--- src/include/bsp_pkg.sv ---
// package for the buck pair set-point register block
// Contract
// - Bit 6 of the normal set point is read-only, set only by default or fuse configuration.
// - With range bit 0 the six low bits select 0.40 V to 1.975 V in 25 mV steps.
// - With range bit 1 the six low bits select 0.800 V to 3.300 V in 50 mV steps.
// - Normal, standby and sleep have separate 6-bit codes and the current mode's is applied.
// - The initial normal range bit is copied into the standby and sleep range bits.
// - Code 1000000 is 0.8000 V, each high code adds 50 mV, each low code 25 mV above 0.4000 V.
// - Registers 0x3C, 0x3D, 0x3E: bits 5:0 read/write, bit 6 read-only, bit 7 unused, reset 0.
package bsp_pkg;
    // ****************************************
    // register map
    // ****************************************
    localparam logic [7:0] ADDR_NORMAL = 8'h3C;
    localparam logic [7:0] ADDR_STANDBY = 8'h3D;
    localparam logic [7:0] ADDR_SLEEP = 8'h3E;
    localparam int CODE_LSB = 0;
    localparam int CODE_MSB = 5;
    localparam int RANGE_BIT = 6;
    localparam logic [5:0] CODE_RESET = 6'h00;
    localparam logic RANGE_RESET = 1'b0;
    // ****************************************
    // voltage decode, millivolts
    // ****************************************
    localparam logic [11:0] LOW_BASE_MV = 12'h190;   // 400
    localparam logic [11:0] LOW_STEP_MV = 12'h019;   // 25
    localparam logic [11:0] HIGH_BASE_MV = 12'h320;  // 800
    localparam logic [11:0] HIGH_STEP_MV = 12'h032;  // 50
    localparam logic [11:0] MAX_MV = 12'hCE4;        // 3300
    // ****************************************
    // types
    // ****************************************
    typedef enum logic [2:0] {
        BSP_NORMAL = 3'b001,
        BSP_STANDBY = 3'b010,
        BSP_SLEEP = 3'b100
    } bsp_mode_e;
    typedef struct packed {
        logic wr;
        logic [7:0] addr;
        logic [7:0] wdata;
    } bsp_req_s;
endpackage

--- src/verilog/bsp_decode.sv ---
// decoder from 7-bit set-point code to millivolts
`timescale 1ns/10ps
module bsp_decode (
    input wire logic [6:0] code,
    output logic [11:0] mv,
    output logic reserved
);
    always_comb begin
        if (code[bsp_pkg::RANGE_BIT]) begin
            mv = bsp_pkg::HIGH_BASE_MV + 12'(code[5:0]) * bsp_pkg::HIGH_STEP_MV;
        end else begin
            mv = bsp_pkg::LOW_BASE_MV + 12'(code[5:0]) * bsp_pkg::LOW_STEP_MV;
        end
        reserved = (mv > bsp_pkg::MAX_MV);
    end
endmodule // bsp_decode

--- src/verilog/bsp_setpoint_regs.sv ---
// set-point registers for the first regulator of the buck pair
`timescale 1ns/10ps
module bsp_setpoint_regs (
    input wire logic clk_sys,
    input wire logic rstn,
    input wire logic cfg_load,
    input wire logic cfg_range,
    input wire bsp_pkg::bsp_req_s req,
    input wire bsp_pkg::bsp_mode_e mode,
    output logic [7:0] rdata,
    output logic [6:0] active_code,
    output logic [11:0] active_mv,
    output logic active_reserved
);
    logic [5:0] normal_setpoint;
    logic [5:0] standby_setpoint;
    logic [5:0] sleep_setpoint;
    logic normal_range;
    logic standby_range;
    logic sleep_range;
    logic [6:0] next_active_code;
    logic [11:0] dec_mv;
    logic dec_reserved;

    // ****************************************
    // helpers
    // ****************************************
    // code bits of a write, range and bit 7 dropped
    function automatic logic [5:0] code_field(input logic [7:0] data);
        return data[bsp_pkg::CODE_MSB:bsp_pkg::CODE_LSB];
    endfunction

    // ****************************************
    // range bits, loaded from configuration only
    // ****************************************
    always_ff @(posedge clk_sys or negedge rstn) begin
        if (!rstn) begin
            normal_range <= bsp_pkg::RANGE_RESET;
            standby_range <= bsp_pkg::RANGE_RESET;
            sleep_range <= bsp_pkg::RANGE_RESET;
        end else if (cfg_load) begin
            normal_range <= cfg_range;
            standby_range <= cfg_range;
            sleep_range <= cfg_range;
        end
    end

    // ****************************************
    // writable code fields
    // ****************************************
    always_ff @(posedge clk_sys or negedge rstn) begin
        if (!rstn) begin
            normal_setpoint <= bsp_pkg::CODE_RESET;
            standby_setpoint <= bsp_pkg::CODE_RESET;
            sleep_setpoint <= bsp_pkg::CODE_RESET;
        end else if (req.wr) begin
            // bit 6 and bit 7 of write data dropped
            unique case (req.addr)
                bsp_pkg::ADDR_NORMAL: begin
                    normal_setpoint <= code_field(req.wdata);
                end
                bsp_pkg::ADDR_STANDBY: begin
                    standby_setpoint <= code_field(req.wdata);
                end
                bsp_pkg::ADDR_SLEEP: begin
                    sleep_setpoint <= code_field(req.wdata);
                end
                default: begin
                end
            endcase
        end
    end

    // ****************************************
    // readback, registered
    // ****************************************
    always_ff @(posedge clk_sys or negedge rstn) begin
        if (!rstn) begin
            rdata <= 8'h00;
        end else begin
            unique case (req.addr)
                bsp_pkg::ADDR_NORMAL: rdata <= {1'b0, normal_range, normal_setpoint};
                bsp_pkg::ADDR_STANDBY: rdata <= {1'b0, standby_range, standby_setpoint};
                bsp_pkg::ADDR_SLEEP: rdata <= {1'b0, sleep_range, sleep_setpoint};
                default: rdata <= 8'h00;
            endcase
        end
    end

    // ****************************************
    // mode selection and decode
    // ****************************************
    always_comb begin
        unique case (mode)
            bsp_pkg::BSP_NORMAL: next_active_code = {normal_range, normal_setpoint};
            bsp_pkg::BSP_STANDBY: next_active_code = {standby_range, standby_setpoint};
            bsp_pkg::BSP_SLEEP: next_active_code = {sleep_range, sleep_setpoint};
            default: next_active_code = {normal_range, normal_setpoint};
        endcase
    end

    bsp_decode u_decode (
        .code(next_active_code),
        .mv(dec_mv),
        .reserved(dec_reserved)
    );

    always_ff @(posedge clk_sys or negedge rstn) begin
        if (!rstn) begin
            active_code <= 7'h00;
            active_mv <= bsp_pkg::LOW_BASE_MV;
            active_reserved <= 1'b0;
        end else begin
            active_code <= next_active_code;
            active_mv <= dec_mv;
            active_reserved <= dec_reserved;
        end
    end
endmodule // bsp_setpoint_regs
--- config.mk ---
export PLATFORM = sky130hd
export DESIGN_NAME = bsp_setpoint_regs
export DESIGN_NICKNAME = d
export VERILOG_FILES = /design/src/include/bsp_pkg.sv /design/src/verilog/bsp_decode.sv /design/src/verilog/bsp_setpoint_regs.sv
export SDC_FILE = /design/constraint.sdc
export NUM_CORES = 1
export LEC_CHECK = 0
export BUFFER_PORTS_ARGS = -buffer_cell sky130_fd_sc_hd__buf_2
export CAP_MARGIN = 20
export CORE_ASPECT_RATIO = 2
export CORE_UTILIZATION = 30
export DETAILED_ROUTE_END_ITERATION = 7
export GPL_TIMING_DRIVEN = 0
export HOLD_SLACK_MARGIN = 0.15
export PLACE_DENSITY_LB_ADDON = 0.12
export RECOVER_POWER = 25
export SLEW_MARGIN = 20
export SYNTH_ARGS = -nofsm -noshare
export SYNTH_HDL_FRONTEND = slang
export SYNTH_SLANG_ARGS = --single-unit
--- constraint.sdc ---
create_clock -name clk_sys -period 5.6 [get_ports clk_sys]
set_clock_uncertainty 0.05 [all_clocks]
set_input_delay 0.56 -clock clk_sys [delete_from_list [all_inputs] [get_ports clk_sys]]
set_output_delay 0.56 -clock clk_sys [all_outputs]
set_load 0.005 [all_outputs]
Word level (Yosys, flattened, before mapping)
Cells that the tools add are included.

storage, ports and cells
  bits in registers = 47
  word-level logic and storage cells = 24
  bits of input ports = 24

cells by class
  equal/unequal tests = 5
  mux-type cells = 3
  magnitude comparators = 1
  multiply operators = 2
  reduce and logical (&&, ||, !) cells = 3
  add/sub/neg operators = 2

operator list
  kind                                                                  number
  8-bit by 6-bit == test with 1-bit output (second input constant)      3
  6-bit by 5-bit multiplier with 11-bit output (second input constant)  2
  7-bit case mux with 3 select lines                                    1
  10-bit by 12-bit adder with 12-bit output (first input constant)      1
  9-bit by 11-bit adder with 12-bit output (first input constant)       1
  12-bit > comparator (second input constant)                           1
  12-bit two-way mux                                                    1
  6-bit case mux with 2 select lines                                    1
  2-bit AND reduction                                                   3
  3-bit by 2-bit == test with 1-bit output (second input constant)      1
  3-bit == test (second input constant)                                 1

Longest topological paths before layout
Gate-level depths: netlist of the first run.

  word-level depth = 6
  depth in mapped cells = 17

Hierarchy
From an unflattened synthesis of the first run, not the netlist that was laid out.

unflattened totals
  cell total of the unflattened synthesis = 259
  area, all modules = 3037.9 µm²

by module, submodules not included
  module             instances  cells an instance  area each (µm²)  sequential area each (µm²)
  bsp_setpoint_regs  1          116                1798.0           1154.9
  bsp_decode         1          143                1239.9           0.0

Worst setup path before layout of the first run
OpenSTA, ideal clock, no wires.

  path kind = input -> register
  start point = input mode[1]
  end point = register active_reserved
  cell stages on the path = 13
  data required time = 5.454 ns
  library setup time = 0.096 ns
  data arrival time = 3.892 ns
  slack = 1.563 ns
  cells stage by stage = clkbuf_1 > o22ai_1 > a21oi_1 > ha_1 > ha_1 > ha_1 > fa_1 > a211oi_1 > o21ba_2 > o221ai_2 > a2111oi_4 > a211oi_2 > a311oi_2

on the way
  cells in the longest elaborated chain, start to end = 6
  elaborated cells between the ends (all ways) = 9

ends and longest elaborated chain
  item                                                                                                   RTL line                            text
  start: declaration                                                                                     bsp_setpoint_regs.sv:9              input wire bsp_pkg::bsp_mode_e mode,
  3-bit == test or 3-bit by 2-bit == test with 1-bit output (tied branches)                              bsp_setpoint_regs.sv:94             unique case (mode)
  6-bit case mux with 2 select lines *                                                                   bsp_setpoint_regs.sv:94
  via next_active_code[2]                                                                                bsp_setpoint_regs.sv:21             logic [6:0] next_active_code;
  6-bit by 5-bit multiplier with 11-bit output                                                           bsp_decode.sv:10, bsp_decode.sv:12
  10-bit by 12-bit adder with 12-bit output or 9-bit by 11-bit adder with 12-bit output (tied branches)  bsp_decode.sv:10, bsp_decode.sv:12
  12-bit two-way mux *                                                                                   bsp_decode.sv:9                     if (code[bsp_pkg::RANGE_BIT]) begin
  12-bit > comparator *                                                                                  bsp_decode.sv:14                    reserved = (mv > bsp_pkg::MAX_MV);
  via dec_reserved                                                                                       bsp_setpoint_regs.sv:23             logic dec_reserved;
  end signal: assignment                                                                                 bsp_setpoint_regs.sv:116            active_reserved <= dec_reserved;
  end: declaration                                                                                       bsp_setpoint_regs.sv:13             output logic active_reserved

Mark *: on every way through the listed nets, which the timed path passes. The rest lies on a longest branch.
A chain may end at the register's enable or synchronous reset.

Final worst setup path of the first run
Ends and elaborated chain as after synthesis.

==> run metrics, run 1 <==
critical path data arrival time 4830 ps; number of max-capacitance violations reported 1; post-CTS sizing 0; DIE AREA 10600 µm²; type of element launching the critical path primary input; Worst Hold Endpoint sleep_range$_DFFE_PN0P_; number of sinks driven by the clock tree 46; Initial DRT Pass Iterations 4; Slowest Stage Delay on Critical Path 640 ps; number of flip-flops and latches in the synthesized netlist 46; Post-CTS Hold Fix Bufs 0; Top FF cell, synth dfrtp_1; post-synthesis cell count 287; max_slew headroom -64.9%; area post-placement 3450 µm²; RSZ-0062 raised after global routing no; clock tree from TritonCTS built; global-route wire length before repair 12000 µm; total wire length 7830 µm; most frequent CP cell ha_1; Buf+Inv Stages, Crit Path 2; vias in the first global route 2334; cell-internal power 662 µW; beginning of the worst hold path cfg_load; Diodes inserted 0; violations in the final reports capacitance limit, slew limit; XOR/XNOR share of the synthesized area 2.86%; worst-case reg-to-reg path depth 13; num rows 51; Longest Clk Path Bufs 2; total track usage 16.0%; routability-driven placement congestion ratio 0.812; Max FO, Critical Path 10; detailed-route vias per instance 4.79; kind of cell adding the most delay to the critical path compound AO/OA/AOI/OAI gates; total I/O pin count 52; final layout net count 409; top library cells by usage in the layout, fill and taps aside buf_2 (47), dfrtp_1 (43), ha_1 (42), nor2_1 (28), mux2_2 (21); Final Util 36.6%; yosys warns 0; cell at the root of the clock tree clkbuf_16; clock latency at the later pin of the worst-skew pair 290 ps; crit path time final 4680 ps; combinational family with the most area after synthesis adder cells; total vias in the final route 2264; static leakage power 1.85 nW; critical path data required time 5750 ps; max-slew violation count 47; maximum number of pins on one net before global-route repair 47; synth top area cells dfrtp_1 (35%), ha_1 (17%), mux2_2 (7.7%); Least-Margin Pin Slew 2470 ps; aggregate negative setup slack 0 ps; share of the synthesized area in the top cell type 35.2%; Die W 73.4 µm; DP Wirelength 6520 µm; Post-Place Worst Slack 602 ps; Adder-Cell Fraction of Synth Area 19.1%; Mapped Avg Cell Area 10.7 µm²; global route total overflow 0; most common cell after layout, fill and taps aside buf_2; Setup crit end kind flop; Simple-Gate Fraction of Synth Area 11.5%; endpoint of the lowest-slack register-to-register path active_reserved$_DFF_PN0_; proportion of power drawn by combinational gates 30.3%; total setup buffers inserted after CTS 0; TritonCTS Buffers 5; floorplan core area 9830 µm²; antenna violations before repair 0; post-synthesis cell type with the largest combined area dfrtp_1; total chip power 969 µW; Initial Utilization 31.1%; synthesized-area fraction occupied by ao, oa, aoi and oai cells 14.5%; worst path cell trace buf_2 > clkbuf_1 > o22ai_1 > a21oi_1 > ha_1 > ha_1 > ha_1 > fa_1 > a211oi_1 > o21bai_1 > mux2i_1 > o21a_1 > a211oi_2 > a311oi_2; worst vdd ir 191 µV; post-route clock period utilization 83.6%; count of input and output buffers 46; status finished with violations; DRC violation count after routing 0; syn_nets 356; Mapped Area 3060 µm²; initial DRC count 50; number of cells traversed by the worst hold path 2; portion of netlist area occupied by mux cells 10.4%; drt wl/cell 16.6 µm; CP Class in -> reg; share of total power in the clock network 30.0%; launch point of the worst reg-to-reg path normal_setpoint[2]$_DFFE_PN0P_; final design area excluding fillers 3590 µm²; FFs w/ async S/R, synth 100%; clock slew at reported path FFs 70 ps; Yosys cell types 51; fraction of layout cells with a size suffix above 1 27.3%; slack of the worst reg-to-reg path 1130 ps; min setup slack post-route 916 ps; cell type of the slowest stage on the worst timing path a21oi_1; Die Span Y 145 µm; setup-violating endpoint count in the final report 0; Area Growth Syn to Fin 17.6%; Min-Delay Path Class in -> reg; fraction of the yosys area taken by sequential cells 37.8%; maximum achievable frequency 213 MHz; switching power summed over all nets 307 µW; power per cell area 269 nW/µm²; H-tree depth 2; sequential share of power 39.7%; net switching share of the total power 31.7%; endpoints failing hold 0; number of antenna-violating nets in the routed design 0; number of enable flip-flop cells after synthesis 0
## flip-flops by register name, summed over array words and instances (netlist names)
register	cells
standby_setpoint	6
active_mv	12
rdata	7
normal_setpoint	6
sleep_setpoint	6
active_reserved	1
sleep_range	1
active_code	7
## final cells by class
cell class / count / area (µm²)
plain buffers: 8 / 40.0
repair buffers: 46 / 229
multi-input cells: 213 / 1790
clock inverters: 2 / 13.8
flip-flops and latches: 46 / 1150
clock buffers: 6 / 129
well taps: 132 / 165
fillers: 1054 / 6230
inverters: 20 / 75.1
## Yosys cell counts, types with 3 or more instances
master / count
a21oi_1: 17
inv_1: 19
ha_1: 42
nor2b_1: 5
xor2_1: 6
nand2_1: 11
mux2_2: 21
dfstp_2: 3
o21ai_0: 5
clkbuf_1: 3
nor2_1: 28
o22ai_1: 6
nand3_1: 4
dfrtp_1: 43
xnor2_1: 4
o22a_1: 4
nand2b_1: 3
o21ai_1: 4
o221ai_2: 4
fa_1: 3
nor3_1: 8
mux2i_1: 8
a21o_1: 3
## worst max-delay path by stage
stage,start,endpoint,depth (start not counted)
3_5_place_dp,mode[1],active_reserved$_DFF_PN0_,14
5_1_grt,mode[1],active_reserved$_DFF_PN0_,14
6_report,mode[1],active_reserved$_DFF_PN0_,14
3_3_place_gp,mode[1],active_reserved$_DFF_PN0_,14
2_1_floorplan,mode[1],active_reserved$_DFF_PN0_,13
4_1_cts,mode[1],active_reserved$_DFF_PN0_,14
## through the flow
stage | std cells | hold slack [ps]
2_1_floorplan | 287 | 214
3_3_place_gp | 465 | 438
3_5_place_dp | 465 | 434
4_1_cts | 473 | 404
5_1_grt | 473 | 419
6_report | 473 | 406
## power groups by stage
stage               registers (mW)  logic, mW  clock network [mW]
floorplan                    0.392      0.191                   0
global placement             0.391      0.297                   0
detailed placement           0.392      0.299                   0
CTS                          0.386      0.301               0.302
global route                 0.388      0.330               0.313
finish                       0.385      0.293               0.291
## metal layers
metal | vias to the layer above | part of all wire (%) | track usage [%]
met2 | 28 | 65 | 34.9
met5 | - | 0 | 0
met4 | 0 | 1.6 | 5.77
met1 | 1105 | 31 | 13.7
met3 | 6 | 1.7 | 2.08
li1 | 1125 | - | -
## logic make-up (layout without fill, tap and decap cells)
group	Yosys count	after routing
AOI/OAI and AO/OA	58	58
DFF	46	46
and+or+nand+nor	70	70
adders and majority gates	45	45
xor gates and xnor gates	10	10
other	1	1
muxes	29	29
buffers and inverters	28	82
(Power assumes the default switching activity.)
==> run 2, diff against run 1 <==
==> constraint.sdc (replaced) <==
create_clock -name clk_sys -period 4.2 [get_ports clk_sys]
set_clock_uncertainty 0.05 [all_clocks]
set_input_delay 0.42 -clock clk_sys [delete_from_list [all_inputs] [get_ports clk_sys]]
set_output_delay 0.42 -clock clk_sys [all_outputs]
set_load 0.005 [all_outputs]
==> run metrics, run 2 (synthesis results as in run 1) <==
status finished with violations; violations in the final reports capacitance limit, slew limit; Largest Register active_mv; Min-Delay Path Class in -> reg; switching power summed over all nets 420 µW (+37%); number of max-capacitance violations reported 1 (unchanged); clock latency at the later pin of the worst-skew pair 290 ps (about the same); number of sinks driven by the clock tree 46 (unchanged); fraction of layout cells with a size suffix above 1 29.9% (+2.7 points); clock slew at reported path FFs 60 ps (about the same); Initial Utilization 31.1% (unchanged); RSZ-0062 raised after global routing no; H-tree depth 2 (unchanged); num rows 51 (unchanged); endpoints failing hold 0 (unchanged); setup-violating endpoint count in the final report 0 (unchanged); clock tree from TritonCTS built; type of element launching the critical path flop; number of non-filler instances in the completed layout 476 (+0.63%); critical path data required time 4350 ps (-1400 ps); Buf+Inv Stages, Crit Path 1 (-1); Slowest Stage Delay on Critical Path 510 ps (-130 ps); TritonCTS Buffers 5 (unchanged); floorplan core area 9830 µm² (unchanged); CP Class reg -> reg; worst path cell trace o22a_1 > o221ai_4 > inv_1 > ha_1 > ha_1 > ha_1 > fa_1 > a211oi_2 > o21ba_2 > o221ai_2 > a2111oi_4 > a211oi_2 > a311oi_2; share of total power in the clock network 29.8% (-0.2 points); final layout net count 412 (+0.73%); area post-placement 3450 µm² (unchanged); Die W 73.4 µm (unchanged); Area Growth Syn to Fin 20.6%; total track usage 16.1% (+0.10 points); total wire length 7940 µm (+1.4%); max-slew violation count 47 (unchanged); total vias in the final route 2286 (+0.97%); routability-driven placement congestion ratio 0.812 (unchanged); max FFs per register 12 (unchanged); cell at the root of the clock tree clkbuf_16; power per cell area 355 nW/µm² (+32%); Setup crit end kind flop; Diodes inserted 0 (unchanged); post-route clock period utilization 95.1%; Max FO, Critical Path 5 (-5); drt wl/cell 16.7 µm (+0.74%); worst vdd ir 255 µV (+34%); most common cell after layout, fill and taps aside buf_2; DRC violation count after routing 0 (unchanged); largest registers active_mv (12), active_code (7), rdata (7); proportion of power drawn by combinational gates 30.9% (+0.6 points); static leakage power 1.87 nW (+1.5%); DP Wirelength 6520 µm (unchanged); number of antenna-violating nets in the routed design 0 (unchanged); net switching share of the total power 32.1% (+0.38 points); Die Span Y 145 µm (unchanged); DIE AREA 10600 µm² (unchanged); cell type of the slowest stage on the worst timing path fa_1; global-route wire length before repair 12100 µm (+0.92%); most frequent CP cell ha_1; vias in the first global route 2349 (+0.64%); cell-internal power 889 µW (+34%); sequential share of power 39.2% (-0.5 points); crit path time final 3990 ps; detailed-route vias per instance 4.80 (+0.34%); aggregate negative setup slack 0 ps (unchanged); critical path data arrival time 4150 ps (-680 ps); Longest Clk Path Bufs 2 (unchanged); final design area excluding fillers 3690 µm² (+2.6%); count of input and output buffers 46 (unchanged); Least-Margin Pin Slew 2510 ps (+32.0 ps); global route total overflow 0 (unchanged); max_slew headroom -67.0% (-2.1 points); maximum number of pins on one net before global-route repair 47 (unchanged); maximum achievable frequency 250 MHz; Initial DRT Pass Iterations 4 (unchanged); Filler Cells Inserted 1050 (-0.38%); initial DRC count 37 (-26%); total I/O pin count 52 (unchanged); kind of cell adding the most delay to the critical path compound AO/OA/AOI/OAI gates; antenna violations before repair 0 (unchanged); top library cells by usage in the layout, fill and taps aside buf_2 (47), dfrtp_1 (43), ha_1 (42), nor2_1 (28), mux2_2 (21); total placed cells including tap cells 465 (unchanged)
## run 2: final cells by class
cell class / instances / area (µm²) / share of cell area [%]
Tap cell: 132 / 165 / 4.48
Clock inverter: 2 / 13.8 / 0.373
Timing Repair Buffer: 49 / 254 / 6.89
Inverter: 20 / 75.1 / 2.04
Clock buffer: 6 / 129 / 3.49
Multi-Input combinational cell: 213 / 1860 / 50.3
Buffer: 8 / 41.3 / 1.12
Sequential cell: 46 / 1150 / 31.3
## run 2: timing repair
| action | 4_1_cts | 5_1_grt |
|---|---|---|
| pin swaps | 0 | 2 |
| hold buffers | 0 | 1 |
| endpoints found under the setup margin | 4 | 3 |
| setup buffers | 0 | 2 |
| gates resized for setup | 6 | 7 |
| hold endpoints to repair | 0 | 24 |
## run 2: worst paths after layout
kind	from	endpoint	slack [ps]	cells past startpoint
worst min register to register	sleep_range$_DFFE_PN0P_	active_code[6]$_DFF_PN0_	440	0
max in group asynchronous	rstn	sleep_setpoint[1]$_DFFE_PN0P_	1280	2
worst min-delay path	cfg_load	sleep_range$_DFFE_PN0P_	260	2
min in group asynchronous	rstn	rdata[0]$_DFF_PN0_	1390	2
worst max register to register	normal_setpoint[1]$_DFFE_PN0P_	active_reserved$_DFF_PN0_	210	13
worst max-delay path	normal_setpoint[1]$_DFFE_PN0P_	active_reserved$_DFF_PN0_	210	13
## run 2: layer usage
metal | vias to the layer above | part of all wire [%] | track usage [%] | wire length, µm
met4 | 0 | 1.5 | 5.77 | 120
li1 | 1133 | - | - | -
met2 | 20 | 65 | 35.0 | 5190
met3 | 6 | 1.4 | 2.08 | 112
met5 | - | 0 | 0 | 0
met1 | 1127 | 32 | 13.9 | 2520
## run 2: per-stage QoR
step / power [mW] / setup WS [ps] / hold WS, ps / utilization [%]
after floorplan: 0.777 / 303 / 74.4 / -
after detailed placement: 0.921 / -658 / 434 / 35.1
after global routing: 1.39 / 8.77 / 279 / 37.5
final: 1.31 / 206 / 265 / 37.5
after global placement: 0.918 / -600 / 438 / 35.1
after CTS: 1.32 / 27.3 / 264 / 36.9
## run 2: power groups by stage
stage          combinational, mW  clock, mW  sequential, mW
2_1_floorplan              0.255          0           0.522
3_3_place_gp               0.396          0           0.522
3_5_place_dp               0.398          0           0.523
4_1_cts                    0.406      0.403           0.515
5_1_grt                    0.455      0.417           0.518
6_report                   0.405      0.391           0.513
==> run 3, diff against run 2 <==
--- a/config.mk
+++ b/config.mk
@@ -5,11 +5,14 @@
 export SDC_FILE = /design/constraint.sdc
 export NUM_CORES = 1
 export LEC_CHECK = 0
+export ABC_AREA = 1
 export BUFFER_PORTS_ARGS = -buffer_cell sky130_fd_sc_hd__buf_2
 export CAP_MARGIN = 20
 export CORE_ASPECT_RATIO = 2
 export CORE_UTILIZATION = 30
+export CTS_CLUSTER_DIAMETER = 80
 export DETAILED_ROUTE_END_ITERATION = 7
+export GPL_ROUTABILITY_DRIVEN = 0
 export GPL_TIMING_DRIVEN = 0
 export HOLD_SLACK_MARGIN = 0.15
 export PLACE_DENSITY_LB_ADDON = 0.12
==> run metrics, run 3 <==
status finished with violations; violations in the final reports capacitance limit, slew limit; count of input and output buffers 48 (+4.3%); H-tree depth 2 (unchanged); power per cell area 346 nW/µm² (-2.4%); number of antenna-violating nets in the routed design 0 (unchanged); clock latency at the later pin of the worst-skew pair 290 ps (about the same); number of flip-flops and latches in the synthesized netlist 46 (unchanged); final layout net count 497 (+21%); XOR/XNOR share of the synthesized area 0.845% (-2.0 points); number of sinks driven by the clock tree 46 (unchanged); total vias in the final route 2519 (+10%); Initial Utilization 30.8% (-0.27 points); Mapped Area 3110 µm² (+1.7%); Area Growth Syn to Fin 18.3%; FFs w/ async S/R, synth 100% (unchanged); clock tree from TritonCTS built; Filler Cells Inserted 1094 (+4.2%); Setup crit end kind flop; total chip power 1.27 mW (-2.6%); number of max-capacitance violations reported 1 (unchanged); worst vdd ir 217 µV (-15%); Longest Clk Path Bufs 2 (unchanged); top library cells by usage in the layout, fill and taps aside nand2_1 (95), inv_1 (54), buf_2 (46), dfrtp_1 (43), ha_1 (42); clock slew at reported path FFs 70 ps (about the same); Final Util 36.5% (-1.1 points); total track usage 15.9% (-0.25 points); Die Span Y 146 µm (+0.84%); maximum achievable frequency 261 MHz (+4.4%); synth top area cells dfrtp_1 (35%), ha_1 (17%), nand2_1 (11%); Min-Delay Path Class in -> reg; combinational family with the most area after synthesis simple AND/OR/NAND/NOR gates; Top FF cell, synth dfrtp_1; RSZ-0062 raised after global routing no; Diodes inserted 0 (unchanged); Die W 74 µm (+0.83%); syn_nets 441 (+24%); critical path data arrival time 3960 ps (-190 ps); max FFs per register 12 (unchanged); vias in the first global route 2591 (+10%); post-synthesis cell count 372 (+30%); number of enable flip-flop cells after synthesis 0 (unchanged); largest registers active_mv (12), active_code (7), rdata (7); Mapped Avg Cell Area 8.36 µm² (-22%); static leakage power 2.04 nW (+8.9%); Initial DRT Pass Iterations 4 (unchanged); max_slew headroom -73.6% (-6.5 points); post-CTS sizing 0 (-6); drt wl/cell 13.7 µm (-18%); global-route wire length before repair 12700 µm (+5.0%); Least-Margin Pin Slew 2600 ps (+98.0 ps); synthesized-area fraction occupied by ao, oa, aoi and oai cells 9.01% (-5.5 points); fraction of layout cells with a size suffix above 1 22.6% (-7.3 points); setup-violating endpoint count in the final report 0 (unchanged); portion of netlist area occupied by mux cells 0.322% (-10 points); max-slew violation count 47 (unchanged); list of most frequent post-synthesis cells nand2_1 (95), inv_1 (53), dfrtp_1 (43); most common cell after layout, fill and taps aside nand2_1; total wire length 7730 µm (-2.6%); global route total overflow 0 (unchanged); total I/O pin count 52 (unchanged); Post-CTS Hold Fix Bufs 0 (unchanged); fraction of the yosys area taken by sequential cells 37.1% (-0.64 points); share of the synthesized area in the top cell type 34.6% (-0.59 points); CP Class in -> reg; initial DRC count 93 (+150%); DP Wirelength 6480 µm (-0.62%); Largest Register active_mv; endpoints failing hold 0 (unchanged); critical path data required time 4340 ps (about the same); Yosys cell types 35 (-31%); num rows 52 (+2.0%); type of element launching the critical path primary input; aggregate negative setup slack 0 ps (unchanged); antenna violations before repair 0 (unchanged); maximum number of pins on one net before global-route repair 47 (unchanged); TritonCTS Buffers 5 (unchanged); post-route clock period utilization 91.1% (-4.0 points); Adder-Cell Fraction of Synth Area 18.8% (-0.32 points); Simple-Gate Fraction of Synth Area 24.7% (+13 points); crit path time final 3820 ps (-169 ps); library cell with the highest instance count after synthesis nand2_1; slack of the worst reg-to-reg path 520 ps (+310 ps); yosys warns 0 (unchanged); DRC violation count after routing 0 (unchanged); post-synthesis cell type with the largest combined area dfrtp_1; DIE AREA 10800 µm² (+1.7%); floorplan core area 10100 µm² (+2.6%); cell at the root of the clock tree clkbuf_16; Max FO, Critical Path 6 (+1); total setup buffers inserted after CTS 0 (unchanged); detailed-route vias per instance 4.47 (-7.0%)
-- run 3: report_power, final --
| group | switching, mW | leakage, nW | total [mW] | internal, mW |
|---|---|---|---|---|
| clock network | 0.178 | 0.0842 | 0.460 | 0.282 |
| logic | 0.195 | 1.37 | 0.317 | 0.122 |
| registers | 0.0146 | 0.585 | 0.498 | 0.483 |
| total | 0.388 | 2.04 | 1.27 | 0.887 |
-- run 3: routing by layer --
metal / GRT usage [%] / up-vias / share of wire [%]
met5: 0 / - / 0
met4: 5.67 / 0 / 1.5
met3: 1.87 / 5 / 0.94
met2: 33.4 / 15 / 65
met1: 14.0 / 1196 / 33
li1: - / 1303 / -
-- run 3: area by class of cell --
type	instances	area, µm²	share of cell area, %
timing repair buffer	49	245	6.67
inverter	62	233	6.33
multi-input combinational	258	1660	45.1
clock inverter	3	43.8	1.19
buffer	6	47.5	1.29
sequential	46	1150	31.4
clock buffer	5	125	3.40
tap	135	169	4.59
-- run 3: final timing paths --
kind | startpoint | end | cells after the start
max in group asynchronous | rstn | active_code[2]$_DFF_PN0_ | 2
min in group asynchronous | rstn | sleep_range$_DFFE_PN0P_ | 2
worst max register to register | sleep_setpoint[4]$_DFFE_PN0P_ | active_reserved$_DFF_PN0_ | 19
worst min-delay path | cfg_load | sleep_range$_DFFE_PN0P_ | 2
worst max-delay path | mode[1] | active_reserved$_DFF_PN0_ | 22
worst min register to register | standby_setpoint[4]$_DFFE_PN0P_ | standby_setpoint[4]$_DFFE_PN0P_ | 2
-- run 3: worst max-delay path, stage by stage --
cell and delay (ps):
buf_2 110, nor2_1 120, nand2_2 140, nand2_2 110, inv_2 60, a21oi_1 380, inv_1 260, ha_1 360
inv_1 40, ha_1 280, ha_1 300, ha_1 390, a21oi_1 280, nand2_1 110, nand2_1 70, nand2_1 80
nand2_1 80, nand3_1 70, nand2_1 90, clkinv_1 80, nand2_1 80, nor2_2 40
-- run 3: kinds of logic after synthesis --
group,after synthesis
multiplexers,1
flip-flops,46
buffers and inverters,68
other,1
AND/OR/NAND/NOR,163
AO/OA/AOI/OAI,45
XOR/XNOR,3
adder cells (fa/ha/maj),45
-- run 3: through the flow --
step / hold slack (ps) / instances / cell area [µm²] / setup WS, ps
finish: 274 / 564 / 3680 / 376
global route: 302 / 564 / 3680 / 82.2
CTS: 272 / 563 / 3690 / 371
detailed placement: 434 / 555 / 3520 / 71.0
global placement: 428 / 555 / 3520 / 119
floorplan: 74.4 / 372 / 3110 / 794
